## src/common/bss_map.svh

```systemverilog
// Register offsets, field positions, reset values and timing counts of the startup sequencer
`ifndef BSS_MAP_SVH
`define BSS_MAP_SVH
`define BSS_OFF_RES 8'h00
`define BSS_OFF_IND 8'h04
`define BSS_OFF_BEMF 8'h08
`define BSS_OFF_CFG 8'h0c
`define BSS_OFF_CTRL 8'h10
`define BSS_OFF_STAT 8'h14
`define BSS_OFF_SPEED 8'h18
`define BSS_OFF_PERIOD 8'h1c
`define BSS_CFG_PSL 0
`define BSS_CFG_SCL 3
`define BSS_CFG_RA1 6
`define BSS_CFG_RA2 9
`define BSS_CFG_HOV 12
`define BSS_CFG_REVEN 17
`define BSS_CFG_REVV 18
`define BSS_CFG_PSDSEL 21
`define BSS_CFG_ALV 22
`define BSS_CFG_ALT 25
`define BSS_CFG_MASK 32'h1fff_ffff
`define BSS_CFG_RST 32'h0880_8000
`define BSS_PARA_RST 12'h000
`define BSS_CLK_KHZ 10000
`define BSS_TICK_US 100
`define BSS_TICK_CYC ((`BSS_TICK_US * `BSS_CLK_KHZ) / 1000)
`define BSS_PSD_TO_US 300
`define BSS_PSD_TO_CYC ((`BSS_PSD_TO_US * `BSS_CLK_KHZ) / 1000)
`define BSS_PSD_GAP_US 100
`define BSS_PSD_GAP_CYC ((`BSS_PSD_GAP_US * `BSS_CLK_KHZ + 999) / 1000)
`define BSS_STILL_MS 200
`define BSS_STILL_CYC (`BSS_STILL_MS * `BSS_CLK_KHZ)
`define BSS_ALIGN_UNIT 64
`define BSS_ALIGN_STEP 16
`define BSS_SPD_SH 6
`define BSS_KT_SH 12
`endif

```

## src/common/bss_pkg.sv

```systemverilog
// Types shared by the startup sequencer
package bss_pkg;
    typedef enum logic [3:0] {
        ST_IDLE    = 4'b0000,
        ST_DETECT  = 4'b0001,
        ST_ALIGN   = 4'b0010,
        ST_PSENSE  = 4'b0011,
        ST_OPEN    = 4'b0100,
        ST_REVERSE = 4'b0101,
        ST_BRAKE   = 4'b0110,
        ST_CLOSED  = 4'b0111
    } bss_state_e;
    typedef enum logic [1:0] {
        INIT_NONE  = 2'b00,
        INIT_STILL = 2'b01,
        INIT_FWD   = 2'b10,
        INIT_REV   = 2'b11
    } bss_init_e;
endpackage

```

## src/design/bss_startup_sequencer.sv

```systemverilog
// Sensorless brushless motor startup sequencer with AHB-Lite register slave
`timescale 1ns/1ps
`include "bss_map.svh"

module bss_startup_sequencer
    import bss_pkg::*;
#(
    parameter int STILL_CYC = `BSS_STILL_CYC,
    parameter int SPD_W = 16
) (
    input wire logic clk,
    input wire logic rstn,
    input wire logic hsel,
    input wire logic [31:0] haddr,
    input wire logic [1:0] htrans,
    input wire logic hwrite,
    input wire logic [2:0] hsize,
    input wire logic [31:0] hwdata,
    input wire logic hready,
    output logic [31:0] hrdata,
    output logic hreadyout,
    output logic hresp,
    input wire logic cmpUV,
    input wire logic cmpVW,
    input wire logic currAtLimit,
    output logic [2:0] phaseHighOn,
    output logic [2:0] phaseLowOn,
    output logic modEnable,
    output logic [15:0] driveAngle,
    output logic [15:0] startupVoltageAmplitude,
    output logic [2:0] positionSenseCurrentLimit,
    output logic closedLoopGo,
    output logic [31:0] commPeriod
);
    localparam int GW = $clog2(STILL_CYC + 1);
    localparam logic [GW-1:0] STILL_LIM = GW'(STILL_CYC - 1);
    localparam logic [9:0] TICK_LIM = 10'(`BSS_TICK_CYC - 1);
    localparam logic [12:0] PSD_TO = 13'(`BSS_PSD_TO_CYC);
    localparam logic [12:0] PSD_GAP = 13'(`BSS_PSD_GAP_CYC);

    ////////////////////////////////////////////////////////////////////////////////
    logic [11:0] resCode_q;
    logic [11:0] indCode_q;
    logic [11:0] bemfCode_q;
    logic [31:0] cfg_q;
    logic run_q;
    logic dPhase_q;
    logic dWrite_q;
    logic [7:0] dAddr_q;
    logic [31:0] hrdata_q;
    logic [31:0] rdMux;
    bss_state_e state_q;
    bss_init_e initState;
    logic [2:0] sync1_q;
    logic [2:0] sync2_q;
    logic [2:0] prev_q;
    logic aEdge;
    logic anyEdge;
    logic [GW-1:0] gap_q;
    logic [GW-1:0] gapA_q;
    logic [GW-1:0] period_q;
    logic [1:0] edgeCnt_q;
    logic dirFwd_q;
    logic still;
    logic [9:0] tickCnt_q;
    logic tick;
    logic signed [SPD_W-1:0] speed_q;
    logic [SPD_W-1:0] absSpeed;
    logic [SPD_W-1:0] hovSpeed;
    logic [SPD_W-1:0] rate;
    logic [15:0] angle_q;
    logic [15:0] amp_q;
    logic [15:0] alignTarget;
    logic [10:0] alignCnt_q;
    logic alignDone;
    logic [2:0] pulseIdx_q;
    logic pulseOn_q;
    logic [12:0] pulseCnt_q;
    logic [12:0] pulseTo;
    logic [12:0] bestTime_q;
    logic [2:0] bestIdx_q;
    logic psDone_q;
    logic [2:0] hiOn_q;
    logic [2:0] loOn_q;

    ////////////////////////////////////////////////////////////////////////////////
    function automatic logic [1:0] pairHigh(input logic [2:0] idx);
        case (idx)
            3'h0, 3'h1: pairHigh = 2'h0;
            3'h2, 3'h3: pairHigh = 2'h1;
            default: pairHigh = 2'h2;
        endcase
    endfunction

    function automatic logic [1:0] pairLow(input logic [2:0] idx);
        case (idx)
            3'h0, 3'h5: pairLow = 2'h1;
            3'h3, 3'h4: pairLow = 2'h0;
            default: pairLow = 2'h2;
        endcase
    endfunction

    // Electrical angle of each sensing pair vector, full turn is 2^16
    function automatic logic [15:0] pairAngle(input logic [2:0] idx);
        case (idx)
            3'h0: pairAngle = 16'h1555;
            3'h1: pairAngle = 16'heaab;
            3'h2: pairAngle = 16'h4000;
            3'h3: pairAngle = 16'h9555;
            3'h4: pairAngle = 16'h6aab;
            default: pairAngle = 16'hc000;
        endcase
    endfunction

    // Saturating (level+1)*R + K*|speed|/4096, units of the modulator full scale
    function automatic logic [15:0] stAmp(input logic [2:0] lvl, input logic [11:0] res,
                                          input logic [11:0] kt, input logic [SPD_W-1:0] spd);
        logic [16:0] ir;
        logic [SPD_W+11:0] ks;
        logic [17:0] sum;
        ir = 17'({1'b0, lvl} + 4'h1) * 17'(res);
        ks = (SPD_W + 12)'(kt) * (SPD_W + 12)'(spd);
        sum = 18'(ir) + 18'(ks >> `BSS_KT_SH);
        stAmp = (sum > 18'h0ffff) ? 16'hffff : sum[15:0];
    endfunction

    ////////////////////////////////////////////////////////////////////////////////
    // AHB-Lite slave: zero wait states, always OKAY
    assign hreadyout = 1'b1;
    assign hresp = 1'b0;
    assign hrdata = hrdata_q;

    always_ff @(posedge clk) begin
        if (!rstn) begin
            dPhase_q <= 1'b0;
            dWrite_q <= 1'b0;
            dAddr_q <= 8'h00;
        end else if (hready) begin
            dPhase_q <= hsel & htrans[1];
            dWrite_q <= hwrite;
            dAddr_q <= haddr[7:0];
        end
    end

    always_comb begin
        rdMux = 32'h0000_0000;
        case (haddr[7:0])
            `BSS_OFF_RES: rdMux = {20'h00000, resCode_q};
            `BSS_OFF_IND: rdMux = {20'h00000, indCode_q};
            `BSS_OFF_BEMF: rdMux = {20'h00000, bemfCode_q};
            `BSS_OFF_CFG: rdMux = cfg_q;
            `BSS_OFF_CTRL: rdMux = {31'h0000_0000, run_q};
            `BSS_OFF_STAT: rdMux = {22'h000000, closedLoopGo, bestIdx_q, initState, state_q};
            `BSS_OFF_SPEED: rdMux = 32'(speed_q);
            `BSS_OFF_PERIOD: rdMux = 32'(period_q);
            default: rdMux = 32'h0000_0000;
        endcase
    end

    always_ff @(posedge clk) begin
        if (!rstn) begin
            hrdata_q <= 32'h0000_0000;
        end else if (hready && hsel && htrans[1] && !hwrite) begin
            hrdata_q <= rdMux;
        end
    end

    always_ff @(posedge clk) begin
        if (!rstn) begin
            resCode_q <= `BSS_PARA_RST;
            indCode_q <= `BSS_PARA_RST;
            bemfCode_q <= `BSS_PARA_RST;
            cfg_q <= `BSS_CFG_RST;
            run_q <= 1'b0;
        end else if (dPhase_q && dWrite_q) begin
            case (dAddr_q)
                `BSS_OFF_RES: resCode_q <= hwdata[11:0];
                `BSS_OFF_IND: indCode_q <= hwdata[11:0];
                `BSS_OFF_BEMF: bemfCode_q <= hwdata[11:0];
                `BSS_OFF_CFG: cfg_q <= hwdata & `BSS_CFG_MASK;
                `BSS_OFF_CTRL: run_q <= hwdata[0];
                default: ;
            endcase
        end
    end

    ////////////////////////////////////////////////////////////////////////////////
    // Pin inputs: comparators and current limit cross into clk domain
    always_ff @(posedge clk) begin
        if (!rstn) begin
            sync1_q <= 3'h0;
            sync2_q <= 3'h0;
            prev_q <= 3'h0;
        end else begin
            sync1_q <= {currAtLimit, cmpVW, cmpUV};
            sync2_q <= sync1_q;
            prev_q <= sync2_q;
        end
    end

    assign aEdge = sync2_q[0] ^ prev_q[0];
    assign anyEdge = aEdge | (sync2_q[1] ^ prev_q[1]);

    always_ff @(posedge clk) begin
        if (!rstn) begin
            tickCnt_q <= 10'h000;
        end else begin
            tickCnt_q <= (tickCnt_q == TICK_LIM) ? 10'h000 : tickCnt_q + 10'h001;
        end
    end
    assign tick = (tickCnt_q == TICK_LIM);

    ////////////////////////////////////////////////////////////////////////////////
    // Initial state detect while phases coast, standstill detect while braking
    always_ff @(posedge clk) begin
        if (!rstn || (state_q != ST_DETECT && state_q != ST_BRAKE)) begin
            gap_q <= '0;
            gapA_q <= '0;
            edgeCnt_q <= 2'h0;
            dirFwd_q <= 1'b0;
        end else begin
            if (anyEdge) begin
                gap_q <= '0;
            end else if (gap_q != STILL_LIM) begin
                gap_q <= gap_q + GW'(1);
            end
            if (aEdge) begin
                gapA_q <= '0;
                dirFwd_q <= sync2_q[0] ^ sync2_q[1];
                if (edgeCnt_q != 2'h3) begin
                    edgeCnt_q <= edgeCnt_q + 2'h1;
                end
            end else if (gapA_q != STILL_LIM) begin
                gapA_q <= gapA_q + GW'(1);
            end
        end
    end

    always_ff @(posedge clk) begin
        if (!rstn) begin
            period_q <= '0;
        end else if (state_q == ST_DETECT && aEdge && edgeCnt_q != 2'h0) begin
            // The edge cycle itself belongs to the period
            period_q <= gapA_q + GW'(1);
        end
    end

    // Standstill: no edge on either comparator for the whole window
    assign still = (gap_q == STILL_LIM);

    always_comb begin
        if (still) begin
            initState = INIT_STILL;
        end else if (edgeCnt_q >= 2'h2) begin
            initState = dirFwd_q ? INIT_FWD : INIT_REV;
        end else begin
            initState = INIT_NONE;
        end
    end

    ////////////////////////////////////////////////////////////////////////////////
    assign hovSpeed = SPD_W'({cfg_q[`BSS_CFG_HOV +: 5], 6'h00});
    assign absSpeed = speed_q[SPD_W-1] ? SPD_W'(-speed_q) : SPD_W'(speed_q);
    assign rate = (absSpeed < (hovSpeed >> 1)) ? SPD_W'({1'b0, cfg_q[`BSS_CFG_RA1 +: 3]} + 4'h1)
                                              : SPD_W'({1'b0, cfg_q[`BSS_CFG_RA2 +: 3]} + 4'h1);
    assign alignTarget = {1'b0, cfg_q[`BSS_CFG_ALV +: 3], 12'h000} + 16'h1000;
    assign alignDone = (alignCnt_q == 11'({1'b0, cfg_q[`BSS_CFG_ALT +: 4]} + 5'h01) * 11'(`BSS_ALIGN_UNIT));
    assign pulseTo = PSD_TO + 13'(indCode_q);

    always_ff @(posedge clk) begin
        if (!rstn || !run_q) begin
            state_q <= ST_IDLE;
        end else begin
            case (state_q)
                ST_IDLE: state_q <= ST_DETECT;
                ST_DETECT: begin
                    if (initState == INIT_STILL) begin
                        state_q <= cfg_q[`BSS_CFG_PSDSEL] ? ST_PSENSE : ST_ALIGN;
                    end else if (initState == INIT_FWD && aEdge) begin
                        state_q <= ST_CLOSED;
                    end else if (initState == INIT_REV) begin
                        state_q <= cfg_q[`BSS_CFG_REVEN] ? ST_REVERSE : ST_BRAKE;
                    end
                end
                ST_BRAKE: begin
                    if (still) begin
                        state_q <= cfg_q[`BSS_CFG_PSDSEL] ? ST_PSENSE : ST_ALIGN;
                    end
                end
                ST_ALIGN: if (alignDone) state_q <= ST_OPEN;
                ST_PSENSE: if (psDone_q) state_q <= ST_OPEN;
                ST_OPEN, ST_REVERSE: begin
                    if (!speed_q[SPD_W-1] && SPD_W'(speed_q) >= hovSpeed) begin
                        state_q <= ST_CLOSED;
                    end
                end
                ST_CLOSED: state_q <= ST_CLOSED;
                default: state_q <= ST_IDLE;
            endcase
        end
    end

    ////////////////////////////////////////////////////////////////////////////////
    // Open-loop vector: speed ramps per tick, angle integrates speed
    always_ff @(posedge clk) begin
        if (!rstn) begin
            speed_q <= '0;
            angle_q <= 16'h0000;
        end else begin
            case (state_q)
                ST_IDLE: begin
                    speed_q <= '0;
                    angle_q <= 16'h0000;
                end
                ST_DETECT: begin
                    // Reverse spin starts backward at the handover speed
                    speed_q <= (initState == INIT_REV) ? -$signed(hovSpeed) : '0;
                    if (aEdge) begin
                        angle_q <= sync2_q[0] ? 16'h0000 : 16'h8000;
                    end
                end
                ST_ALIGN: begin
                    speed_q <= '0;
                    angle_q <= 16'h0000;
                end
                ST_PSENSE: begin
                    speed_q <= '0;
                    if (psDone_q) begin
                        angle_q <= pairAngle(bestIdx_q);
                    end
                end
                ST_OPEN, ST_REVERSE: begin
                    if (tick) begin
                        speed_q <= speed_q + $signed(rate);
                        angle_q <= angle_q + 16'(speed_q);
                    end
                end
                default: ;
            endcase
        end
    end

    always_ff @(posedge clk) begin
        if (!rstn) begin
            amp_q <= 16'h0000;
        end else begin
            case (state_q)
                ST_ALIGN: begin
                    if (tick && amp_q < alignTarget) begin
                        amp_q <= (alignTarget - amp_q > 16'(`BSS_ALIGN_STEP))
                                 ? amp_q + 16'(`BSS_ALIGN_STEP) : alignTarget;
                    end
                end
                ST_OPEN: amp_q <= stAmp(cfg_q[`BSS_CFG_SCL +: 3], resCode_q, bemfCode_q, absSpeed);
                ST_REVERSE: amp_q <= stAmp(cfg_q[`BSS_CFG_REVV +: 3], resCode_q, bemfCode_q, absSpeed);
                ST_CLOSED: amp_q <= amp_q;
                default: amp_q <= 16'h0000;
            endcase
        end
    end

    always_ff @(posedge clk) begin
        if (!rstn || state_q != ST_ALIGN) begin
            alignCnt_q <= 11'h000;
        end else if (tick && !alignDone) begin
            alignCnt_q <= alignCnt_q + 11'h001;
        end
    end

    ////////////////////////////////////////////////////////////////////////////////
    // Inductive pulse sensing: six pulses, shortest rise marks the rotor
    always_ff @(posedge clk) begin
        if (!rstn || state_q != ST_PSENSE) begin
            pulseIdx_q <= 3'h0;
            pulseOn_q <= 1'b1;
            pulseCnt_q <= 13'h0000;
            bestTime_q <= 13'h1fff;
            bestIdx_q <= (rstn && (state_q == ST_OPEN || state_q == ST_CLOSED)) ? bestIdx_q : 3'h0;
            psDone_q <= 1'b0;
        end else if (pulseOn_q) begin
            if (sync2_q[2] || pulseCnt_q == pulseTo) begin
                pulseOn_q <= 1'b0;
                pulseCnt_q <= 13'h0000;
                if (pulseCnt_q < bestTime_q) begin
                    bestTime_q <= pulseCnt_q;
                    bestIdx_q <= pulseIdx_q;
                end
            end else begin
                pulseCnt_q <= pulseCnt_q + 13'h0001;
            end
        end else if (!psDone_q) begin
            // Gap lets the winding current decay before the next pair
            if (pulseCnt_q == PSD_GAP) begin
                pulseCnt_q <= 13'h0000;
                if (pulseIdx_q == 3'h5) begin
                    psDone_q <= 1'b1;
                end else begin
                    pulseIdx_q <= pulseIdx_q + 3'h1;
                    pulseOn_q <= 1'b1;
                end
            end else begin
                pulseCnt_q <= pulseCnt_q + 13'h0001;
            end
        end
    end

    ////////////////////////////////////////////////////////////////////////////////
    always_ff @(posedge clk) begin
        if (!rstn) begin
            hiOn_q <= 3'h0;
            loOn_q <= 3'h0;
        end else begin
            case (state_q)
                ST_PSENSE: begin
                    hiOn_q <= (pulseOn_q && !psDone_q) ? 3'(3'h1 << pairHigh(pulseIdx_q)) : 3'h0;
                    loOn_q <= (pulseOn_q && !psDone_q) ? 3'(3'h1 << pairLow(pulseIdx_q)) : 3'h0;
                end
                ST_BRAKE: begin
                    hiOn_q <= 3'h0;
                    loOn_q <= 3'h7;
                end
                default: begin
                    hiOn_q <= 3'h0;
                    loOn_q <= 3'h0;
                end
            endcase
        end
    end

    always_ff @(posedge clk) begin
        if (!rstn) begin
            modEnable <= 1'b0;
            closedLoopGo <= 1'b0;
            positionSenseCurrentLimit <= 3'h0;
        end else begin
            modEnable <= (state_q == ST_ALIGN) || (state_q == ST_OPEN) ||
                         (state_q == ST_REVERSE) || (state_q == ST_CLOSED);
            closedLoopGo <= (state_q == ST_CLOSED);
            positionSenseCurrentLimit <= cfg_q[`BSS_CFG_PSL +: 3];
        end
    end

    assign phaseHighOn = hiOn_q;
    assign phaseLowOn = loOn_q;
    assign driveAngle = angle_q;
    assign startupVoltageAmplitude = amp_q;
    assign commPeriod = 32'(period_q);
endmodule

```

## config.mk

```make
export PLATFORM = sky130hd
export DESIGN_NAME = bss_startup_sequencer
export DESIGN_NICKNAME = d
export VERILOG_FILES = /design/src/common/bss_pkg.sv /design/src/design/bss_startup_sequencer.sv
export VERILOG_INCLUDE_DIRS = /design/src /design/src/common
export SDC_FILE = /design/constraint.sdc
export NUM_CORES = 1
export LEC_CHECK = 0
export BUFFER_PORTS_ARGS = -buffer_cell sky130_fd_sc_hd__buf_2
export CAP_MARGIN = 40
export CORE_MARGIN = 2
export CORE_UTILIZATION = 60
export DETAILED_ROUTE_END_ITERATION = 16
export PLACE_DENSITY = 0.8
export SYNTH_ARGS = -nofsm -noshare
export SYNTH_HDL_FRONTEND = slang
export SYNTH_SLANG_ARGS = --single-unit
```

## constraint.sdc

```tcl
create_clock -name clk -period 12.7 [get_ports clk]
set_input_delay 1.905 -clock clk [delete_from_list [all_inputs] [get_ports clk]]
set_output_delay 1.905 -clock clk [all_outputs]
set_load 0.03 [all_outputs]
```

==> results.md, run 1 <==
- Worst-Margin Slew: around 1.0 ns
- Clk pwr share: 0.491
- Most area-consuming cells after synthesis: dfxtp_1 (23%), fa_1 (17%), ha_1 (9.1%)
- Fraction of layout cells with a size suffix above 1: 0.08363
- Most frequent CP cell: fa_1
- Total track usage: 0.3255
- Final Max Tran Viols: 0
- Post-route antenna net violation count: 0
- Post-synth EDFFs: 3
- Crit path arrival time: ~11 ns
- Normalized max-slew margin: 0.3301
- IO Count: 186
- Max_cap viols: 0
- Core Rows: 74
- Drt pass-1 iters: 7
- Combinational power share: 0.026
- CP Max Fanout: 17
- CTS max path bufs: 3
- TNS Setup: 0 ns
- Switching share of power: 0.2216
- Clock insertion delay at the later pin of the skew report: 0.58 ns
- Die H: around 210 µm
- Seq pwr share: 0.483
- WS Path Type: reg -> reg
- Syn_area_per_cell: around 8 µm²
- Mapped Cells: just over 3000
- Post-DP HPWL: roughly 55000 µm
- Worst R2R Start: speed_q[0]
- Static leakage: 12.57 nW
- Switching power: 0.0004312 W
- Final period utilization: 0.8238
- Worst min path class: reg -> reg
- CTS sink count: around 300
- Max incr delay on CP: 0.87 ns
- Cts repair resizes: 0
- Critical path capture point type: register
- Max VDD drop: roughly 0.00012 V
- Gr ovfl total: 0
- Endpoints failing hold: 0
- Cell variety after synth: 84
- Clk pin slew, worst setup/hold paths: 0.07 ns
- Via count: ~22000
- Final setup vio count: 0
- Hold_buf cts: 0
- Setup bufs post-CTS: 0
- Initial antenna violation count: 5
- Layout area overhead: 8.146%
- Status: finished, final reports clean
- RSZ-0062 raised after global routing: no
- Initial drt markers: roughly 2200
- FMAX: 0.09558 GHz
- Synth top area share: 0.2349
- Vias in the first global route: around 22000
- Die W: between 200 and 250 µm
- GP Congestion: 0.9861
- Starting Density: 0.6108
- Avg Vias per Cell: 6.154
- Ys Warns: 0
- Worst Clk Skew: roughly 0.015 ns
- Largest area contributor in the netlist: dfxtp_1
- P_int: 0.001515 W
- Largest net degree at the start of global routing: 84
- Clk root buf: clkbuf_16
- CP max stage cell: dfxtp_1
- H-tree depth: 1
- Post-synthesis async set-or-reset flop share: 0
- Final cell utilization of the core: 0.6605
- First-pass GRT wire length: 115100 µm
- Ys flop type: dfxtp_1
- Critical Path Start: speed_q[0]
- Number of I/O port buffers: ~140
- Fin nets: about 3600
- Synthesis-stage register bit count: just under 300
- Seq/Total Area, Yosys: 0.2385
- Mapped Area: 25050 µm²
- Final min period: around 10 ns
- CP Data Required Time: between 10 and 15 ns
- Routed WL: between 70000 and 80000 µm
- # DRC: 0
- CTS tree: done
- HP Start: sync1_q[2]
- Num CTS Buffers: 30
- Avg WL per Cell: just under 20 µm
- Die area: 43400 µm²
- Startpoint types: register
- CORE AREA: ~41000 µm²
- Pwr/cell area: 71.83 nW/µm²
-- final timing paths --
check,depth (start not counted),endpoint,slack (ns)
max,35,startupVoltageAmplitude[9],2.24
min,1,sync2_q[2],0.45
max reg2reg,35,startupVoltageAmplitude[9],2.24
min reg2reg,1,sync2_q[2],0.45
-- power by group through the flow --
stage,clock network [W],logic (W),registers (W)
global placement,0,0.0000473,0.000961
global route,0.000997,0.0000530,0.000940
detailed placement,0,0.0000485,0.000961
finish,0.000955,0.0000507,0.000940
floorplan,0,0.0000317,0.000959
CTS,0.000958,0.0000488,0.000940
-- registers in the layout, indices dropped and copies added, names as in the netlist, 10 cells and up --
register and flops:
indCode_q 12, driveAngle 16, gap_q 21, alignCnt_q 11
hrdata 30, bemfCode_q 12, tickCnt_q 10, startupVoltageAmplitude 16
pulseCnt_q 13, bestTime_q 13, period_q 21, gapA_q 21
resCode_q 12, cfg_q 29, speed_q 16
-- cells in the mapped netlist, drive strengths merged (61+ instances only) --
library cell	count
and2	109
fa	207
clkbuf	142
a21oi	157
inv	316
nand2	370
dfxtp	294
nand3	100
o21ai	114
xnor2	103
ha	182
nor2	272
mux2i	61
-- placed cells by master (no fill, tap or decap), types with 11 or more instances in the layout --
cell / count
nor3_1: 49
buf_2: 144
and2_1: 108
o21ai_0: 79
a211oi_1: 31
nand2b_1: 22
mux2i_1: 61
o21ai_1: 35
dfxtp_1: 294
o211ai_1: 12
fa_1: 207
nor2b_1: 36
inv_1: 313
nor4_1: 13
conb_1: 13
a222oi_1: 11
ha_1: 182
or3_1: 22
a21oi_1: 156
nand3_1: 100
nand2_1: 370
a21o_1: 25
and3_1: 37
o21a_1: 16
xnor2_1: 103
nand4_1: 21
a22oi_1: 31
buf_4: 30
xor2_1: 60
clkbuf_16: 31
nor2_1: 271
a31oi_1: 40
-- per-layer routing --
| metal | wire length [µm] | track usage | up-vias |
|---|---|---|---|
| met5 | 10 | 0 | - |
| met4 | 3706 | 0.1630 | 2 |
| li1 | - | - | 10200 |
| met1 | 27160 | 0.4130 | 10910 |
| met2 | 33150 | 0.5342 | 1099 |
| met3 | 6919 | 0.05962 | 216 |
-- logic make-up after synthesis --
| logic type | after synthesis | share of synthesized area |
|---|---|---|
| AO/OA/AOI/OAI | 531 | 0.1349 |
| XOR/XNOR | 163 | 0.05699 |
| adder cells (fa/ha/maj) | 389 | 0.2563 |
| buffers and inverters | 490 | 0.07607 |
| flip-flops | 297 | 0.2385 |
| multiplexers | 68 | 0.02887 |
| other | 2 | 0.0002998 |
| AND/OR/NAND/NOR | 1100 | 0.2081 |
-- cell type report --
type / count / area (µm²)
Clock inverter: 19 / 232.7
Sequential cell: 297 / 5976
Tap cell: 532 / 665.6
Timing Repair Buffer: 176 / 968.4
Antenna cell: 3 / 7.507
Inverter: 316 / 1189
Fill cell: 3356 / 13920
Clock buffer: 37 / 828.3
Multi-Input combinational cell: 2264 / 17230
-- critical path: cells and delay by family, from the launching register on --
kind / cells / cell delay, ns
compound gates: 13 / 2.79
simple gates: 7 / 1.95
fa+ha+maj: 9 / 3.75
xor+xnor: 1 / 0.48
flops: 1 / 0.87
buf+inv: 5 / 0.49
-- stage by stage --
step                      worst slack [ns]  cells  hold WS, ns  total power [W]  cell area [µm²]
after floorplan                      3.685   3051       0.4119        0.0009910            25090
after global placement               2.206   3576       0.4222         0.001008            25960
after detailed placement             2.389   3583       0.4326         0.001009            26010
after CTS                            2.378   3639       0.4515         0.001947            27070
after global routing                 1.526   3643       0.4777         0.001990            27090
final                                2.238   3644       0.4483         0.001946            27090
No activity file was read; power rests on OpenSTA's default activity.
==> run 2, diff against run 1 <==
Clock period 12.7 ns to 10.1 ns, I/O delays scaled along.
==> results.md, run 2 (same netlist as run 1, synthesis figures left out) <==
- RSZ-0062 raised after global routing: no
- Worst min path class: reg -> reg
- Pwr/cell area: 88.51 nW/µm² (+23%)
- Clk pin slew, worst setup/hold paths: 0.07 ns (about the same)
- Core Rows: 74 (unchanged)
- Via count: 22310 (-0.50%)
- Switching power: 0.0005478 W (+27%)
- GP Congestion: 0.9472 (-3.9%)
- Post-DP HPWL: 55460 µm (+1.4%)
- Total track usage: 0.3275 (+0.002069)
- Max_cap viols: 0 (unchanged)
- Static leakage: 12.68 nW (+0.88%)
- Startpoint types: register
- Worst Clk Skew: 0.02481 ns (+0.009369 ns)
- Die W: 208.3 µm (unchanged)
- Routed WL: 71400 µm (+0.63%)
- Worst-Margin Slew: 1.013 ns (+0.01082 ns)
- Max incr delay on CP: 0.55 ns (-0.32 ns)
- Hold WS: 0.4429 ns (-0.005436 ns)
- First-pass GRT wire length: 115300 µm (+0.19%)
- Die H: 208.3 µm (unchanged)
- Place WS: 0.2540 ns (-2.135 ns)
- Fraction of layout cells with a size suffix above 1: 0.09047 (+0.006845)
- TNS Setup: 0 ns (unchanged)
- Initial antenna violation count: 2 (-3)
- CORE AREA: 41020 µm² (unchanged)
- CP Max Fanout: 13 (-4)
- H-tree depth: 1 (unchanged)
- Avg Vias per Cell: 6.095 (-0.96%)
- CP max stage cell: fa_1
- Critical path capture point type: register
- Number of cells on the worst reg-to-reg path: 35 (unchanged)
- Clk root buf: clkbuf_16
- Most common cell after layout, fill and taps aside: nand2_1
- Largest net degree at the start of global routing: 59 (-30%)
- Fin nets: 3573 (+0.62%)
- Max reg flops: 30 (unchanged)
- CTS tree: done
- Final setup vio count: 0 (unchanged)
- Cell Area, Placed: 26200 µm² (+0.73%)
- Drt pass-1 iters: 12 (+5)
- FMAX: 0.1036 GHz (+8.3%)
- CTS sink count: 297 (unchanged)
- End of the worst register-to-register path: startupVoltageAmplitude[7]
- Final Max Tran Viols: 0 (unchanged)
- CTS max path bufs: 3 (unchanged)
- Num CTS Buffers: 31 (+3.3%)
- Fillers: 3375 (+0.57%)
- Final min period: 9.656 ns (-0.8062 ns)
- Final WS setup: 0.4439 ns (-1.794 ns)
- Switching share of power: 0.2271 (+0.005526)
- Clock insertion delay at the later pin of the skew report: 0.59 ns (about the same)
- IO Count: 186 (unchanged)
- Avg WL per Cell: 19.50 µm (+0.16%)
- Combinational power share: 0.026 (about the same)
- Most frequent CP cell: fa_1
- Worst R2R Start: speed_q[2]
- Max VDD drop: 0.0001489 V (+23%)
- Status: finished, final reports clean
- Final period utilization: 0.9560 (+0.1322)
- Final cell utilization of the core: 0.6645 (+0.004027)
- Seq pwr share: 0.490 (+0.007)
- Clk pwr share: 0.484 (-0.007)
- WS Path Type: reg -> reg
- Initial drt markers: 2190 (+1.2%)
- P_int: 0.001865 W (+23%)
- Post-route antenna net violation count: 0 (unchanged)
- Gr ovfl total: 0 (unchanged)
- # DRC: 0 (unchanged)
- Starting Density: 0.6108 (unchanged)
- Number of I/O port buffers: 141 (unchanged)
- Final instance area: 27260 µm² (+0.61%)
- Normalized max-slew margin: 0.3224 (-0.007688)
- Hold_buf cts: 0 (unchanged)
- Endpoints failing hold: 0 (unchanged)
- Flop2flop setup slack: 0.44 ns (-1.79 ns)
- Most frequent cells in the layout: nand2_1 (370), inv_1 (313), dfxtp_1 (292), nor2_1 (271), fa_1 (207)
- Critical Path Start: speed_q[2]
- Die area: 43400 µm² (unchanged)
- Crit path arrival time: 10.13 ns (-0.81 ns)
- Crit path to: startupVoltageAmplitude[7]
- Layout area overhead: 8.805%
- CP Data Required Time: 10.57 ns (-2.61 ns)
- Vias in the first global route: 22030 (-1.4%)
## run 2: timing repair
item	4_1_cts	5_1_grt
setup buffers	0	1
gates resized for setup	0	8
endpoints found under the setup margin	0	16
## run 2: cell type report
cell class / count / area, µm² / area share
tap: 532 / 665.6 / 0.02442
timing repair buffer: 197 / 1150 / 0.04218
antenna: 1 / 2.502 / 0.00009181
inverter: 316 / 1189 / 0.04361
multi-input combinational: 2264 / 17260 / 0.6331
clock buffer: 41 / 853.3 / 0.03131
sequential: 297 / 5978 / 0.2193
clock inverter: 13 / 161.4 / 0.005922
## run 2: metrics by stage
step	total power, W	std cells
6_report	0.002412	3661
5_1_grt	0.002464	3661
4_1_cts	0.002406	3659
3_5_place_dp	0.001270	3605
3_3_place_gp	0.001267	3596
2_1_floorplan	0.001246	3051
## run 2: metal layers
metal,share of wire,vias up,GRT usage
met5,0,-,0
met4,0.047,0,0.1474
met3,0.090,199,0.06023
met2,0.47,974,0.5371
met1,0.40,10900,0.4222
li1,-,10240,-
## run 2: power by group through the flow
stage | Sequential [W] | Combinational, W | Clock (W)
after floorplan | 0.00121 | 0.0000399 | 0
after global placement | 0.00121 | 0.0000589 | 0
after detailed placement | 0.00121 | 0.0000619 | 0
after CTS | 0.00118 | 0.0000621 | 0.00116
after global routing | 0.00118 | 0.0000677 | 0.00121
final | 0.00118 | 0.0000638 | 0.00117
## run 2: critical path, delay by kind of cell, from the launching register on
family	cells	cell delay (ns)
AO/OA/AOI/OAI	11	2.25
AND/OR/NAND/NOR	9	2.19
XOR/XNOR	2	0.39
flip-flops	1	0.46
adder cells (fa/ha/maj)	8	3.71
buffers and inverters	5	0.55
## run 2: how the worst min path moves through the flow
stage	end	slack (ns)	depth (start not counted)	from
3_3_place_gp	sync2_q[2]	0.42	1	sync1_q[2]
6_report	sync2_q[2]	0.44	1	sync1_q[2]
3_5_place_dp	sync2_q[2]	0.42	1	sync1_q[2]
2_1_floorplan	sync2_q[0]	0.41	1	sync1_q[0]
4_1_cts	sync2_q[2]	0.44	1	sync1_q[2]
5_1_grt	sync2_q[2]	0.45	1	sync1_q[2]
